<file path="config.mk">
export PLATFORM = sky130hd
export DESIGN_NAME = fcg_top
export DESIGN_NICKNAME = d
export VERILOG_FILES = /design/src/pkg/fcg_pkg.sv /design/src/hw/fcg_cmd_gate.sv /design/src/hw/fcg_top.sv
export SDC_FILE = /design/constraint.sdc
export NUM_CORES = 1
export LEC_CHECK = 0
export BUFFER_PORTS_ARGS = -buffer_cell sky130_fd_sc_hd__buf_2
export CAP_MARGIN = 20
export CORE_UTILIZATION = 55
export CTS_CLUSTER_DIAMETER = 60
export DETAILED_ROUTE_END_ITERATION = 16
export HOLD_SLACK_MARGIN = 0.05
export MAX_ROUTING_LAYER = met4
export PLACE_DENSITY = 0.77
export SYNTH_ARGS = -nofsm -noshare
export SYNTH_HDL_FRONTEND = slang
export SYNTH_SLANG_ARGS = --single-unit
</file>
<file path="constraint.sdc">
create_clock -name MCLK -period 2.67 [get_ports MCLK]
set_input_delay 0 -clock MCLK [delete_from_list [all_inputs] [get_ports MCLK]]
set_output_delay 0 -clock MCLK [all_outputs]
set_load 0.02 [all_outputs]
</file>
<file path="src/pkg/fcg_pkg.sv">
/*
 * Constants for the flash command gating front end: register offsets,
 * field positions, reset values and command codes.
 * Assumes a 32-bit AXI4-Lite register bus with word-aligned registers.
 */
package fcg_pkg;

    // Register byte offsets.
    localparam logic [7:0] OFS_SECURITY  = 8'h00;
    localparam logic [7:0] OFS_INDEX     = 8'h04;
    localparam logic [7:0] OFS_CONFIG    = 8'h08;
    localparam logic [7:0] OFS_RSV_ZERO  = 8'h0c;
    localparam logic [7:0] OFS_RSV_TWO   = 8'h10;
    localparam logic [7:0] OFS_CMD_WORD  = 8'h14;
    localparam logic [7:0] OFS_STATUS    = 8'h18;

    // Field positions.
    localparam int IDX_W            = 3;
    localparam int CFG_IRQ_EN_BIT   = 7;
    localparam int CFG_IGN_SF_BIT   = 4;
    localparam int CFG_FORCE_DF_BIT = 1;
    localparam int CFG_FORCE_SF_BIT = 0;
    localparam int STAT_CCF_BIT     = 7;
    localparam int STAT_ACCESS_ERROR_FLAG_BIT  = 5;
    localparam int SEC_SECURED_BIT  = 7;
    localparam int SEC_SPECIAL_BIT  = 6;

    // Reset values.
    localparam logic [2:0] IDX_RESET = 3'h0;
    localparam logic [7:0] CFG_RESET = 8'h00;

    // Key access enable field value that permits the backdoor.
    localparam logic [1:0] KEY_ACCESS_ENABLE_FIELD_ON = 2'h2;

    // AXI responses.
    localparam logic [1:0] RESP_OKAY   = 2'h0;
    localparam logic [1:0] RESP_SLVERR = 2'h2;

    // Command codes.
    localparam logic [7:0] CMD_EV_ALL     = 8'h01;
    localparam logic [7:0] CMD_EV_BLOCK   = 8'h02;
    localparam logic [7:0] CMD_EV_SECTION = 8'h03;
    localparam logic [7:0] CMD_READ_ONCE  = 8'h04;
    localparam logic [7:0] CMD_PROGRAM    = 8'h06;
    localparam logic [7:0] CMD_PROG_ONCE  = 8'h07;
    localparam logic [7:0] CMD_ERASE_ALL  = 8'h08;
    localparam logic [7:0] CMD_ERASE_BLK  = 8'h09;
    localparam logic [7:0] CMD_ERASE_SEC  = 8'h0a;
    localparam logic [7:0] CMD_UNSECURE   = 8'h0b;
    localparam logic [7:0] CMD_KEY_VERIFY = 8'h0c;
    localparam logic [7:0] CMD_USER_MRG   = 8'h0d;
    localparam logic [7:0] CMD_FIELD_MRG  = 8'h0e;
    localparam logic [7:0] CMD_EE_VERIFY  = 8'h10;
    localparam logic [7:0] CMD_EE_PROGRAM = 8'h11;
    localparam logic [7:0] CMD_EE_ERASE   = 8'h12;

    typedef enum logic [1:0] {
        FCG_IDLE,
        FCG_EXEC,
        FCG_WAIT
    } fcg_state_t;

endpackage

</file>
<file path="src/hw/fcg_cmd_gate.sv">
/*
 * Admission table: tells whether a command code may run in the present
 * chip mode and security state.
 * Assumes mode and security inputs are already synchronous to the clock.
 */
`timescale 1ns/1ps
`default_nettype none
module fcg_cmd_gate (
    // Command and state.
    input  wire logic [7:0] code,
    input  wire logic       special,
    input  wire logic       secured,
    // Verdict.
    output logic            allowed
);
    import fcg_pkg::*;

    always_comb begin
        case (code)
            CMD_EV_ALL, CMD_EV_BLOCK: begin
                allowed = 1'b1;
            end
            CMD_EV_SECTION, CMD_READ_ONCE, CMD_PROGRAM, CMD_PROG_ONCE,
            CMD_ERASE_BLK, CMD_ERASE_SEC, CMD_USER_MRG,
            CMD_EE_VERIFY, CMD_EE_PROGRAM, CMD_EE_ERASE: begin
                allowed = !(special && secured);
            end
            CMD_ERASE_ALL, CMD_UNSECURE: begin
                allowed = special;
            end
            CMD_KEY_VERIFY: begin
                allowed = !special;
            end
            CMD_FIELD_MRG: begin
                allowed = special && !secured;
            end
            default: begin
                allowed = 1'b0;
            end
        endcase
    end

endmodule // fcg_cmd_gate
`default_nettype wire

</file>
<file path="src/hw/fcg_top.sv">
/*
 * Register front end and command admission for the embedded flash
 * controller, reached over AXI4-Lite.
 * Assumes an external engine runs admitted array commands and reports
 * completion on CMD_DONE; mode, security and key inputs are synchronous.
 */
`timescale 1ns/1ps
`default_nettype none
module fcg_top #(
    parameter int ADDR_W = 8
) (
    // Clock, reset, enable.
    input  wire logic              MCLK,
    input  wire logic              RST_B,
    input  wire logic              CE,
    // AXI4-Lite write address.
    input  wire logic [ADDR_W-1:0] AWADDR,
    input  wire logic              AWVALID,
    output logic                   AWREADY,
    // AXI4-Lite write data.
    input  wire logic [31:0]       WDATA,
    input  wire logic [3:0]        WSTRB,
    input  wire logic              WVALID,
    output logic                   WREADY,
    // AXI4-Lite write response.
    output logic [1:0]             BRESP,
    output logic                   BVALID,
    input  wire logic              BREADY,
    // AXI4-Lite read address.
    input  wire logic [ADDR_W-1:0] ARADDR,
    input  wire logic              ARVALID,
    output logic                   ARREADY,
    // AXI4-Lite read data.
    output logic [31:0]            RDATA,
    output logic [1:0]             RRESP,
    output logic                   RVALID,
    input  wire logic              RREADY,
    // Chip mode and security.
    input  wire logic              SPECIAL_MODE_INPUT,
    input  wire logic              SECURE_INPUT,
    input  wire logic [1:0]        KEY_ACCESS_ENABLE_FIELD,
    input  wire logic [63:0]       BACKDOOR_KEY,
    output logic                   SECURITY_RELEASED,
    // Array command engine.
    output logic                   CMD_START,
    output logic [7:0]             COMMAND_CODE,
    output logic                   VERIFY_EEPROM_TOO,
    input  wire logic              CMD_DONE,
    // Read path controls and interrupt.
    output logic                   IGNORE_SINGLE_FAULT,
    output logic                   FORCE_SINGLE_FAULT,
    output logic                   FORCE_DOUBLE_FAULT,
    output logic                   COMMAND_DONE_IRQ
);
    import fcg_pkg::*;

    ////////////////////////////////////////////////////////////////////////
    // Declarations.

    logic              aw_got_reg;
    logic [7:0]        awaddr_reg;
    logic              w_got_reg;
    logic [31:0]       wdata_reg;
    logic [3:0]        wstrb_reg;
    logic              bvalid_reg;
    logic [1:0]        bresp_reg;
    logic              rvalid_reg;
    logic [31:0]       rdata_reg;
    logic [1:0]        rresp_reg;
    logic [7:0]        rd_addr_reg;
    logic [IDX_W-1:0]  index_reg;
    logic [7:0]        config_reg;
    logic [15:0]       cmd_words [0:7];
    logic              ccf_reg;
    logic              access_error_flag_reg;
    logic              released_reg;
    logic              start_reg;
    logic [7:0]        code_reg;
    logic              ev_all_reg;
    fcg_state_t        state_reg;
    logic              wr_do;
    logic              rd_do;
    logic              wr_hit;
    logic              launch;
    logic              special;
    logic              secured;
    logic              gate_ok;
    logic              key_ok;
    logic              admit;
    logic              key_match;
    logic [7:0]        ar_low;
    logic [31:0]       rd_mux;
    logic              rd_hit;

    ////////////////////////////////////////////////////////////////////////
    // Mode and admission.

    assign special = SPECIAL_MODE_INPUT;
    assign secured = SECURE_INPUT && !released_reg;
    assign key_ok  = (KEY_ACCESS_ENABLE_FIELD == KEY_ACCESS_ENABLE_FIELD_ON);

    fcg_cmd_gate u_gate (
        .code    (cmd_words[0][15:8]),
        .special (special),
        .secured (secured),
        .allowed (gate_ok)
    );

    // The key verify also needs the backdoor to be opened by the key field.
    assign admit = gate_ok && (cmd_words[0][15:8] != CMD_KEY_VERIFY || key_ok);
    assign key_match = ({cmd_words[1], cmd_words[2], cmd_words[3], cmd_words[4]}
                        == BACKDOOR_KEY);

    ////////////////////////////////////////////////////////////////////////
    // Write channel.

    assign AWREADY = !aw_got_reg;
    assign WREADY  = !w_got_reg;
    assign BVALID  = bvalid_reg;
    assign BRESP   = bresp_reg;
    assign wr_do   = aw_got_reg && w_got_reg && !bvalid_reg;
    assign wr_hit  = (awaddr_reg == OFS_SECURITY) || (awaddr_reg == OFS_INDEX)
                  || (awaddr_reg == OFS_CONFIG) || (awaddr_reg == OFS_RSV_ZERO)
                  || (awaddr_reg == OFS_RSV_TWO) || (awaddr_reg == OFS_CMD_WORD)
                  || (awaddr_reg == OFS_STATUS);
    assign launch  = wr_do && (awaddr_reg == OFS_STATUS) && wstrb_reg[0]
                  && wdata_reg[STAT_CCF_BIT] && ccf_reg;

    always_ff @(posedge MCLK or negedge RST_B) begin
        if (!RST_B) begin
            aw_got_reg <= 1'b0;
            awaddr_reg <= 8'h00;
        end else if (CE) begin
            if (AWVALID && !aw_got_reg) begin
                aw_got_reg <= 1'b1;
                awaddr_reg <= 8'(AWADDR);
            end else if (wr_do) begin
                aw_got_reg <= 1'b0;
            end
        end
    end

    always_ff @(posedge MCLK or negedge RST_B) begin
        if (!RST_B) begin
            w_got_reg <= 1'b0;
            wdata_reg <= 32'h0000_0000;
            wstrb_reg <= 4'h0;
        end else if (CE) begin
            if (WVALID && !w_got_reg) begin
                w_got_reg <= 1'b1;
                wdata_reg <= WDATA;
                wstrb_reg <= WSTRB;
            end else if (wr_do) begin
                w_got_reg <= 1'b0;
            end
        end
    end

    always_ff @(posedge MCLK or negedge RST_B) begin
        if (!RST_B) begin
            bvalid_reg <= 1'b0;
            bresp_reg  <= RESP_OKAY;
        end else if (CE) begin
            if (wr_do) begin
                bvalid_reg <= 1'b1;
                bresp_reg  <= wr_hit ? RESP_OKAY : RESP_SLVERR;
            end else if (BREADY) begin
                bvalid_reg <= 1'b0;
            end
        end
    end

    ////////////////////////////////////////////////////////////////////////
    // Software registers.

    always_ff @(posedge MCLK or negedge RST_B) begin
        if (!RST_B) begin
            index_reg <= IDX_RESET;
        end else if (CE && wr_do && awaddr_reg == OFS_INDEX && wstrb_reg[0]) begin
            index_reg <= wdata_reg[IDX_W-1:0];
        end
    end

    always_ff @(posedge MCLK or negedge RST_B) begin
        if (!RST_B) begin
            config_reg <= CFG_RESET;
        end else if (CE && wr_do && awaddr_reg == OFS_CONFIG && wstrb_reg[0]) begin
            config_reg <= '0;
            config_reg[CFG_IRQ_EN_BIT]   <= wdata_reg[CFG_IRQ_EN_BIT];
            config_reg[CFG_IGN_SF_BIT]   <= wdata_reg[CFG_IGN_SF_BIT];
            config_reg[CFG_FORCE_DF_BIT] <= wdata_reg[CFG_FORCE_DF_BIT];
            config_reg[CFG_FORCE_SF_BIT] <= wdata_reg[CFG_FORCE_SF_BIT];
        end
    end

    // Words are held while a command runs so the key verify compares stable data.
    always_ff @(posedge MCLK) begin
        if (CE && wr_do && awaddr_reg == OFS_CMD_WORD && ccf_reg) begin
            if (wstrb_reg[1]) begin
                cmd_words[index_reg][15:8] <= wdata_reg[15:8];
            end
            if (wstrb_reg[0]) begin
                cmd_words[index_reg][7:0] <= wdata_reg[7:0];
            end
        end
    end

    assign IGNORE_SINGLE_FAULT = config_reg[CFG_IGN_SF_BIT];
    assign FORCE_SINGLE_FAULT  = config_reg[CFG_FORCE_SF_BIT];
    assign FORCE_DOUBLE_FAULT  = config_reg[CFG_FORCE_DF_BIT];
    assign COMMAND_DONE_IRQ    = config_reg[CFG_IRQ_EN_BIT] && ccf_reg;

    ////////////////////////////////////////////////////////////////////////
    // Command sequencer and status.

    always_ff @(posedge MCLK or negedge RST_B) begin
        if (!RST_B) begin
            state_reg    <= FCG_IDLE;
            ccf_reg      <= 1'b1;
            released_reg <= 1'b0;
            start_reg    <= 1'b0;
            code_reg     <= 8'h00;
            ev_all_reg   <= 1'b0;
        end else if (CE) begin
            start_reg <= 1'b0;
            case (state_reg)
                FCG_IDLE: begin
                    if (launch && admit) begin
                        ccf_reg   <= 1'b0;
                        code_reg  <= cmd_words[0][15:8];
                        state_reg <= FCG_EXEC;
                    end
                end
                FCG_EXEC: begin
                    if (code_reg == CMD_KEY_VERIFY) begin
                        if (key_match) begin
                            released_reg <= 1'b1;
                        end
                        ccf_reg   <= 1'b1;
                        state_reg <= FCG_IDLE;
                    end else begin
                        start_reg  <= 1'b1;
                        ev_all_reg <= (code_reg == CMD_EV_ALL);
                        state_reg  <= FCG_WAIT;
                    end
                end
                FCG_WAIT: begin
                    if (CMD_DONE) begin
                        ccf_reg   <= 1'b1;
                        state_reg <= FCG_IDLE;
                    end
                end
                default: begin
                    state_reg <= FCG_IDLE;
                end
            endcase
        end
    end

    // A refusal in the same cycle as a software clear keeps the flag set.
    always_ff @(posedge MCLK or negedge RST_B) begin
        if (!RST_B) begin
            access_error_flag_reg <= 1'b0;
        end else if (CE) begin
            if (launch && !admit) begin
                access_error_flag_reg <= 1'b1;
            end else if (wr_do && awaddr_reg == OFS_STATUS && wstrb_reg[0]
                         && wdata_reg[STAT_ACCESS_ERROR_FLAG_BIT]) begin
                access_error_flag_reg <= 1'b0;
            end
        end
    end

    assign SECURITY_RELEASED = released_reg;
    assign CMD_START         = start_reg;
    assign COMMAND_CODE      = code_reg;
    assign VERIFY_EEPROM_TOO = ev_all_reg;

    ////////////////////////////////////////////////////////////////////////
    // Read channel.

    assign ARREADY = !rvalid_reg;
    assign RVALID  = rvalid_reg;
    assign RDATA   = rdata_reg;
    assign RRESP   = rresp_reg;
    assign rd_do   = ARVALID && !rvalid_reg;
    assign ar_low  = 8'(ARADDR);

    always_comb begin
        rd_mux = 32'h0000_0000;
        rd_hit = 1'b1;
        case (ar_low)
            OFS_SECURITY: begin
                rd_mux[1:0]             = KEY_ACCESS_ENABLE_FIELD;
                rd_mux[SEC_SPECIAL_BIT] = special;
                rd_mux[SEC_SECURED_BIT] = secured;
            end
            OFS_INDEX: begin
                rd_mux[IDX_W-1:0] = index_reg;
            end
            OFS_CONFIG: begin
                rd_mux[7:0] = config_reg;
            end
            OFS_RSV_ZERO, OFS_RSV_TWO: begin
                rd_mux = 32'h0000_0000;
            end
            OFS_CMD_WORD: begin
                rd_mux[15:0] = cmd_words[index_reg];
            end
            OFS_STATUS: begin
                rd_mux[STAT_CCF_BIT]    = ccf_reg;
                rd_mux[STAT_ACCESS_ERROR_FLAG_BIT] = access_error_flag_reg;
            end
            default: begin
                rd_hit = 1'b0;
            end
        endcase
    end

    always_ff @(posedge MCLK or negedge RST_B) begin
        if (!RST_B) begin
            rvalid_reg  <= 1'b0;
            rdata_reg   <= 32'h0000_0000;
            rresp_reg   <= RESP_OKAY;
            rd_addr_reg <= 8'h00;
        end else if (CE) begin
            if (rd_do) begin
                rvalid_reg  <= 1'b1;
                rdata_reg   <= rd_mux;
                rresp_reg   <= rd_hit ? RESP_OKAY : RESP_SLVERR;
                rd_addr_reg <= ar_low;
            end else if (RREADY) begin
                rvalid_reg <= 1'b0;
            end
        end
    end
endmodule // fcg_top
`default_nettype wire

</file>
==> impl_metrics.py, run 1 <==
metrics = {
    "power_and_ir_drop": {
        "power_mw": 7.98,
        "power.switching_mw": 2.20,
        "leakage_nw": 4.54,
        "peakVddDrop_v": 0.000571,
        "power_density_mw_per_mm2": 710,
        "clock_power_share_pct": 31.8,
        "combPwrFrac_pct": 13.4,
        "p_sw_share_pct": 27.6,
        "internal_power_mw": 5.77,
        "power_frac_seq_pct": 54.8,
    },
    "floorplan": {
        "die_area_mm2": 0.0171,
        "boundaryPins": 185,
        "coreArea_mm2": 0.0161,
        "rows": 46,
        "initial_core_util_pct": 56.9,
        "die_w_um": 131,
        "die_h_um": 131,
    },
    "final_layout": {
        "synthToLayoutAreaGrowth_pct": 22.9,
        "nNetsFinal": 1031,
        "instances_no_fill": 1129,
        "design_area_mm2": 0.0112,
        "largest_reg_flops": 128,
        "drive_gt1_share_pct": 31.7,
    },
    "synthesis": {
        "ys_ff_latch": 198,
        "synthFlopType": "edfxtp_1",
        "synth-edff-count": 128,
        "yosys.area.top_type_share_pct": 42.1,
        "synthCells": 683,
        "synth_top_area_cell": "edfxtp_1",
        "yosysSeqAreaShare_pct": 61.2,
        "syn_avg_cell_area_um2": 13.4,
        "synth.area.top_cells": "edfxtp_1 42%, dfrtp_1 19%, mux2_2 4.7%",
        "yosysUniqueCellTypes": 74,
        "netlist_area_mm2": 0.00914,
        "yosys_warnings": 0,
        "async_reset_ff_share_pct": 35.4,
    },
    "grt": {
        "grtUsageMet1_pct": 42.6,
        "use_met2_pct": 50.0,
        "grt-busiest-layer": "met2",
        "grt_pass1_wl_um": 37500,
        "grt_pass1_vias": 6453,
        "overflow": 0,
        "grt_max_degree": 40,
        "gr-usage-all-layers_pct": 32.0,
        "grt_util_met3_pct": 5.66,
        "antenna_found_initial": 1,
    },
    "sta": {
        "hold_viol": 0,
        "maxSlewHeadroom_pct": 43.9,
        "finalWorstSetupSlack_ps": 120,
        "setup_viol": 0,
        "final.setup_skew_ps": 11.8,
        "slew_viol_final": 0,
        "min_period_ps": 2550,
        "fin_crit_sh_pct": 95.5,
        "fmax_ghz": 0.392,
        "rsz0062_at_grt": "false",
        "tns_ps": 0,
        "tightest_slew_ps": 841,
    },
    "critical_path": {
        "r2r-start": "index_reg[1]",
        "crit_required_ps": 2970,
        "cp_slowest_stage_delay_ps": 890,
        "worstPathCellList": "buf_4 -> nor2_1 -> a221oi_1 -> a21oi_1 -> a221oi_1 -> buf_4 -> o21ai_1",
        "critPathBufInv": 2,
        "crit_start": "index_reg[1]",
        "arrival_ps": 2850,
        "startpoint_type": "flip-flop",
        "crit_path_top_delay_cell": "dfrtp_1",
        "crit_family": "compound AO/OA/AOI/OAI gates",
        "path_class": "flip-flop to flip-flop",
        "worstSetupEndpointType": "flip-flop",
        "cp_max_fo": 17,
    },
    "placed_design": {
        "place.gp.congestion": 0.982,
        "dpl_cell_area_mm2": 0.0102,
        "port_buffers": 148,
        "hpwl_um": 18600,
        "post-place-cells": 1055,
        "dp_slack_ps": 199,
    },
    "clock_network": {
        "clockBufferDepth": 2,
        "root_buffer": "clkbuf_16",
        "cts_setup_buffers": 0,
        "cts_made_buffers": 17,
        "cts_tree": "built",
        "cts.sinks": 198,
        "clkTransAtPathRegs_ps": 70,
        "h-tree-depth": 4,
        "clock_latency_ps": 440,
    },
    "drt": {
        "wl_per_cell_um": 22.5,
        "drt_pass1_iterations": 5,
        "viasPerCell": 5.93,
        "ant_nets": 0,
        "num_vias": 6690,
        "drtIter0Drc": 749,
        "wirelength_um": 25400,
        "detail_route.drc_violations": 0,
    },
    "worst_hold_path": {
        "min_from": "ARADDR[5]",
        "hp-class": "primary input to flip-flop",
    },
    "flow_run": {
        "max_cap_viol_count": 0,
    },
    "outcome": {
        "outcome": "finished, final reports clean",
    },
}
cell usage after synthesis, types with 15 or more instances:
library cell	instances
mux2i_1	24
edfxtp_1	128
dfrtp_1	69
o21ai_1	19
inv_1	28
xnor2_1	25
nand3_1	15
xor2_1	23
o21ai_0	17
mux2_2	38
mux4_2	16
buf_4	18
nand2_1	51
nor2_1	36
worst min-delay path, cell delays in order:
cell and delay, ps:
buf_2 70, nor2_1 30, nand2_1 150, nor3_1 80, nor2_1 90, o21ai_1 60
cells in the final DEF (no fill, tap or decap), types with 7 or more instances in the layout:
cell type / Yosys / routed
mux2i_1: 24 / 24
a221oi_1: 7 / 7
and3_1: 7 / 7
xor2_1: 23 / 23
nor4_1: 11 / 11
dfrtp_1: 69 / 68
nand2_1: 51 / 51
mux2_2: 38 / 38
nand4_1: 8 / 8
a21oi_1: 14 / 14
buf_2: 6 / 148
a31oi_1: 7 / 7
nor2b_1: 9 / 9
mux4_2: 16 / 16
o22ai_1: 10 / 10
o21ai_0: 17 / 17
edfxtp_1: 128 / 128
o21ai_1: 19 / 19
nor2_1: 36 / 36
nand3_1: 15 / 15
conb_1: 1 / 18
clkbuf_16: 0 / 20
xnor2_1: 25 / 25
buf_4: 18 / 33
dlygate4sd3_1: 0 / 40
inv_1: 28 / 28
path summary, 6_finish.rpt:
| path | endpoint | slack, ps | depth (start not counted) |
|---|---|---|---|
| hold / removal | RDATA[7] | 80 | 6 |
| max in group asynchronous | index_reg[2] | 2090 | 3 |
| setup reg to reg | RDATA[15] | 120 | 7 |
| setup / recovery | RDATA[15] | 120 | 7 |
| hold reg to reg | VERIFY_EEPROM_TOO | 480 | 2 |
| min in group asynchronous | awaddr_reg[1] | 140 | 3 |
layer usage:
layer	up-vias	wire [µm]	part of all wire, %
li1	2926	-	-
met1	3279	10400	41
met2	428	12100	48
met3	57	2320	9.1
met4	0	596	2.3
met5	-	0	0
power by group through the flow:
| stage | Sequential, mW | Combinational (mW) | Clock [mW] |
|---|---|---|---|
| 6_report | 4.37 | 1.07 | 2.53 |
| 5_1_grt | 4.41 | 1.16 | 2.68 |
| 3_3_place_gp | 4.37 | 0.987 | 0 |
| 2_1_floorplan | 4.19 | 0.680 | 0 |
| 4_1_cts | 4.35 | 1.07 | 2.55 |
| 3_5_place_dp | 4.41 | 1.02 | 0 |
through the flow:
stage / util [%] / hold slack, ps
after floorplan: - / -296
after global placement: 63.8 / 57.0
after detailed placement: 63.8 / 71.5
after CTS: 69.9 / 70.8
after global routing: 69.9 / 115
final: 69.9 / 82.3
layout make-up:
cell class              count  area [µm²]
clock inverters             8        56.3
clock buffers              24         529
well taps                 216         270
inverters                  30         113
repair buffers            223        1430
diodes                      2        5.00
flip-flops and latches    198        5600
multi-input cells         428        3230
fillers                  1125        4830
timing repair:
action,4_1_cts,5_1_grt
gates resized for setup,0,0
setup endpoints to repair,0,0
hold buffers,40,0
endpoints found under the hold margin,110,0
kinds of logic (layout without fill, tap and decap cells):
| family | Yosys count | count (layout) | synth area share [%] |
|---|---|---|---|
| buf+inv | 74 | 285 | 4.11 |
| simple gates | 175 | 175 | 10.1 |
| compound gates | 100 | 100 | 7.27 |
| fa+ha+maj | 4 | 4 | 0.548 |
| flops | 198 | 198 | 61.2 |
| xor+xnor | 48 | 48 | 4.60 |
| other cells | 1 | 20 | 0.0410 |
| mux | 83 | 83 | 12.1 |
(Power assumes the default switching activity.)
==> inputs of run 2 (changes only) <==
CELL_PAD_IN_SITES_DETAIL_PLACEMENT = 1   (was not set)
CELL_PAD_IN_SITES_GLOBAL_PLACEMENT = 2   (was not set)
CORE_UTILIZATION = 37   (was 55)
PLACE_DENSITY = 0.76   (was 0.77)
==> impl_metrics.py, run 2 (synthesis gave the netlist of run 1 again) <==
metrics = {
    "final_layout": {
        "final_core_util_pct": 46.9,
        "mostFrequentLayoutCells": "147 x buf_2, 128 x edfxtp_1, 67 x dfrtp_1",
        "synthToLayoutAreaGrowth_pct": 24.3,
        "nNetsFinal": 1033,
        "drive_gt1_share_pct": 32.1,
        "diodes": 0,
        "largest_reg_flops": 128,
        "final_common_cell": "buf_2",
    },
    "floorplan": {
        "die_w_um": 159,
        "die_area_mm2": 0.0253,
        "coreArea_mm2": 0.0242,
        "initial_core_util_pct": 37.7,
        "die_h_um": 159,
        "rows": 57,
        "boundaryPins": 185,
    },
    "critical_path": {
        "crit_start": "index_reg[0]",
        "worstPathCellList": "mux4_2 -> nand2_1 -> a21oi_1 -> a31oi_1 -> dlygate4sd3_1 -> o21ai_1",
        "path_class": "flip-flop to flip-flop",
        "crit_family": "flip-flops",
        "reg2reg_depth": 6,
        "reg2reg_to": "RDATA[6]",
        "crit_path_top_delay_cell": "dfrtp_1",
        "cp.depth": 6,
        "cp_max_fo": 8,
        "startpoint_type": "flip-flop",
        "worstSetupEndpointType": "flip-flop",
        "arrival_ps": 2690,
        "r2r_slack_ps": 290,
        "cp_slowest_stage_delay_ps": 650,
        "critPathBufInv": 1,
        "r2r-start": "index_reg[0]",
        "crit_required_ps": 2980,
        "crit_end": "RDATA[6]",
    },
    "drt": {
        "detail_route.drc_violations": 0,
        "wirelength_um": 28100,
        "viasPerCell": 5.27,
        "drtIter0Drc": 455,
        "num_vias": 6515,
        "drt_pass1_iterations": 5,
        "ant_nets": 0,
        "wl_per_cell_um": 22.7,
    },
    "outcome": {
        "outcome": "finished, final reports clean",
    },
    "power_and_ir_drop": {
        "peakVddDrop_v": 0.000406,
        "power_density_mw_per_mm2": 704,
        "leakage_nw": 4.54,
    },
    "clock_network": {
        "root_buffer": "clkbuf_16",
        "cts_made_buffers": 17,
        "h-tree-depth": 4,
        "clkTransAtPathRegs_ps": 70,
        "cts.sinks": 198,
        "clock_latency_ps": 440,
        "clockBufferDepth": 2,
        "cts_tree": "built",
    },
    "sta": {
        "maxSlewHeadroom_pct": 55.3,
        "min_period_ps": 2380,
        "tightest_slew_ps": 671,
        "hold_viol": 0,
        "rsz0062_at_grt": "false",
        "setup_viol": 0,
        "tns_ps": 0,
        "slew_viol_final": 0,
        "final.setup_skew_ps": 14.9,
        "fin_crit_sh_pct": 89.0,
        "fmax_ghz": 0.421,
    },
    "grt": {
        "grt_max_degree": 71,
        "grt_pass1_wl_um": 42800,
        "overflow": 0,
        "antenna_found_initial": 0,
        "grt_pass1_vias": 6932,
        "gr-usage-all-layers_pct": 23.7,
    },
    "flow_run": {
        "max_cap_viol_count": 0,
    },
    "worst_hold_path": {
        "hp-class": "primary input to asynchronous set/reset pin",
    },
    "placed_design": {
        "hpwl_um": 21000,
        "place.gp.congestion": 0.866,
        "port_buffers": 148,
    },
}
==> run 2: what timing repair did <==
item	CTS	global route
gates resized for setup	0	1
buffers inserted	0	0
setup endpoints to repair	0	1
endpoints found under the hold margin	104	0
hold buffers	38	0
==> run 2: stage by stage <==
step / std cells / area (µm²) / hold WS [ps] / power (mW) / setup WS, ps
after CTS: 1236 / 11300 / 60.8 / 8.05 / 135
after detailed placement: 1166 / 10400 / 236 / 5.49 / 309
final: 1237 / 11400 / 49.4 / 8.00 / 295
after global routing: 1237 / 11400 / 87.4 / 8.31 / 180
after floorplan: 700 / 9200 / -296 / 4.87 / 465
after global placement: 1166 / 10400 / 219 / 5.40 / 406
==> run 2: area by class of cell <==
| cell class | count | area (µm²) |
|---|---|---|
| clock buffer | 20 | 447 |
| multi-input combinational | 428 | 3230 |
| clock inverter | 12 | 118 |
| inverter | 30 | 113 |
| tap | 324 | 405 |
| sequential | 198 | 5600 |
| timing repair buffer | 225 | 1450 |
| fill | 2588 | 12900 |
==> run 2: report_power, final <==
part / switching [mW] / internal, mW / leakage [nW]
combinational: 0.600 / 0.557 / 2.21
sequential: 0.490 / 3.83 / 2.05
clock: 1.19 / 1.33 / 0.272
total: 2.28 / 5.72 / 4.54
==> run 2: worst min path at each step <==
stage | endpoint | depth (start not counted)
3_5_place_dp | wdata_reg[12] | 2
2_1_floorplan | BRESP[1] | 0
3_3_place_gp | state_reg[1] | 1
6_report | CMD_START | 2
5_1_grt | CMD_START | 2
4_1_cts | ccf_reg | 4
==> run 2: per-layer routing <==
metal	vias up	routed length, µm	global-route usage [%]	part of all wire [%]
met3	36	1480	3.52	5.3
li1	2930	-	-	-
met2	245	13500	37.3	48
met5	-	0	-	0
met4	0	607	7.52	2.2
met1	3304	12500	31.6	44
==> inputs of run 3 (changes only) <==
CORE_ASPECT_RATIO = 1.5   (was not set)
clock period = 2.3 ns   (was 2.67 ns; I/O delays follow)
==> impl_metrics.py, run 3 (synthesis gave the netlist of run 1 again) <==
metrics = {
    "outcome": {
        "outcome": "finished, final reports clean",
    },
    "floorplan": {
        "die_w_um": 130,
        "boundaryPins": 185,
        "die_area_mm2": 0.0253,
        "die_h_um": 194,
        "coreArea_mm2": 0.0243,
        "rows": 70,
        "initial_core_util_pct": 37.5,
    },
    "clock_network": {
        "cts_tree": "built",
        "clkTransAtPathRegs_ps": 70,
        "cts_made_buffers": 17,
        "root_buffer": "clkbuf_16",
        "clock_latency_ps": 440,
        "cts.sinks": 198,
        "h-tree-depth": 4,
        "clockBufferDepth": 2,
    },
    "drt": {
        "drt_pass1_iterations": 4,
        "detail_route.drc_violations": 0,
        "wl_met3_um": 1120,
        "wl_per_cell_um": 22.5,
        "num_vias": 6420,
        "wirelength_um": 28100,
        "met2WireLength_um": 15100,
        "wl_met1_um": 11100,
        "top_layer": "met4",
        "ant_nets": 0,
        "viasPerCell": 5.15,
        "drtIter0Drc": 417,
    },
    "final_layout": {
        "instances_no_fill": 1247,
        "drive_gt1_share_pct": 32.8,
        "multi_input_area_mm2": 0.00324,
        "nFillCells": 2605,
        "diodes": 0,
        "final_core_util_pct": 47.2,
        "final_common_cell": "buf_2",
        "synthToLayoutAreaGrowth_pct": 25.6,
        "mostFrequentLayoutCells": "147 x buf_2, 128 x edfxtp_1, 68 x dfrtp_1",
        "nNetsFinal": 1043,
        "regArea_mm2": 0.00560,
        "largest_reg_flops": 128,
    },
    "grt": {
        "antenna_found_initial": 0,
        "grt_pass1_wl_um": 41900,
        "overflow": 0,
        "gr-usage-all-layers_pct": 23.9,
        "grt_pass1_vias": 6990,
        "grt_max_degree": 43,
    },
    "critical_path": {
        "cp_max_fo": 4,
        "startpoint_type": "flip-flop",
        "worstSetupEndpointType": "flip-flop",
        "worstPathCellList": "or4_1 -> o41a_1 -> nor2_2 -> mux2i_1 -> o21ai_1 -> a211o_1",
        "critPathBufInv": 0,
        "cp_slowest_stage_delay_ps": 590,
        "path_class": "flip-flop to flip-flop",
        "crit_required_ps": 2670,
        "crit_path_top_delay_cell": "or4_1",
        "arrival_ps": 2530,
        "crit_family": "compound AO/OA/AOI/OAI gates",
    },
    "sta": {
        "slew_viol_final": 0,
        "tns_ps": 0,
        "final.setup_skew_ps": 7.37,
        "maxSlewHeadroom_pct": 49.9,
        "fmax_ghz": 0.461,
        "finalWorstSetupSlack_ps": 133,
        "rsz0062_at_grt": "false",
        "fin_crit_sh_pct": 94.2,
        "hold_viol": 0,
        "tightest_slew_ps": 751,
        "min_period_ps": 2170,
        "setup_viol": 0,
    },
    "worst_hold_path": {
        "hp-class": "primary input to asynchronous set/reset pin",
    },
    "power_and_ir_drop": {
        "power_mw": 9.31,
        "leakage_nw": 4.60,
        "power_density_mw_per_mm2": 811,
        "peakVddDrop_v": 0.000569,
    },
    "placed_design": {
        "place.gp.congestion": 0.872,
        "post-place-cells": 1176,
        "dp_slack_ps": -94.6,
        "port_buffers": 148,
        "hpwl_um": 21300,
    },
    "flow_run": {
        "max_cap_viol_count": 0,
    },
}
==> run 3: cell count changes in the layout (fill, tap and decap cells not counted), moves of 2 or more <==
cell / change
clkbuf_16: +2
buf_12: +3
inv_6: -5
clkinvlp_4: -2
nor2_1: -3
inv_4: +2
clkbuf_8: +2
nor2_2: +2
buf_4: +6
clkbuf_1: +2
==> run 3: cell type report <==
| class | count | area share (%) |
|---|---|---|
| Multi-Input combinational cell | 428 | 28.3 |
| Clock buffer | 27 | 4.70 |
| Tap cell | 324 | 3.53 |
| Clock inverter | 5 | 0.305 |
| Sequential cell | 198 | 48.8 |
| Inverter | 30 | 0.981 |
| Timing Repair Buffer | 235 | 13.5 |
==> run 3: per-stage QoR <==
| step | hold slack [ps] | instance area [µm²] |
|---|---|---|
| global placement | -8.19 | 10500 |
| finish | 59.0 | 11500 |
| floorplan | -296 | 9200 |
| global route | 74.6 | 11500 |
| CTS | 53.7 | 11500 |
| detailed placement | 7.61 | 10500 |
==> run 3: routing by layer <==
| metal | track usage (%) | vias to the layer above |
|---|---|---|
| met2 | 41.2 | 189 |
| met5 | - | - |
| met3 | 3.72 | 41 |
| li1 | - | 2946 |
| met4 | 8.81 | 0 |
| met1 | 27.7 | 3244 |
==> run 3: power by group <==
group	switching [mW]	leakage, nW	internal (mW)
registers	0.546	2.06	4.45
clock network	1.30	0.286	1.62
logic	0.735	2.26	0.665
total	2.58	4.60	6.73
==> run 3: what timing repair did <==
| item | CTS | global route |
|---|---|---|
| buffers inserted | 0 | 0 |
| endpoints found under the setup margin | 8 | 72 |
| gates resized for setup | 1 | 4 |
| hold buffers | 39 | 0 |
| gates cloned | 0 | 0 |
| endpoints found under the hold margin | 107 | 0 |
| pin swaps | 0 | 1 |
==> run 3: worst paths after layout <==
kind	start	end	slack [ps]	cells after the start
max	COMMAND_CODE[5]	ccf_reg	130	6
min	RST_B	wdata_reg[2]	60	2
max reg2reg	COMMAND_CODE[5]	ccf_reg	130	6
min reg2reg	RDATA[7]	RDATA[7]	480	2
max in group asynchronous	RST_B	ccf_reg	1570	3
min in group MCLK	ARADDR[4]	RDATA[5]	60	3
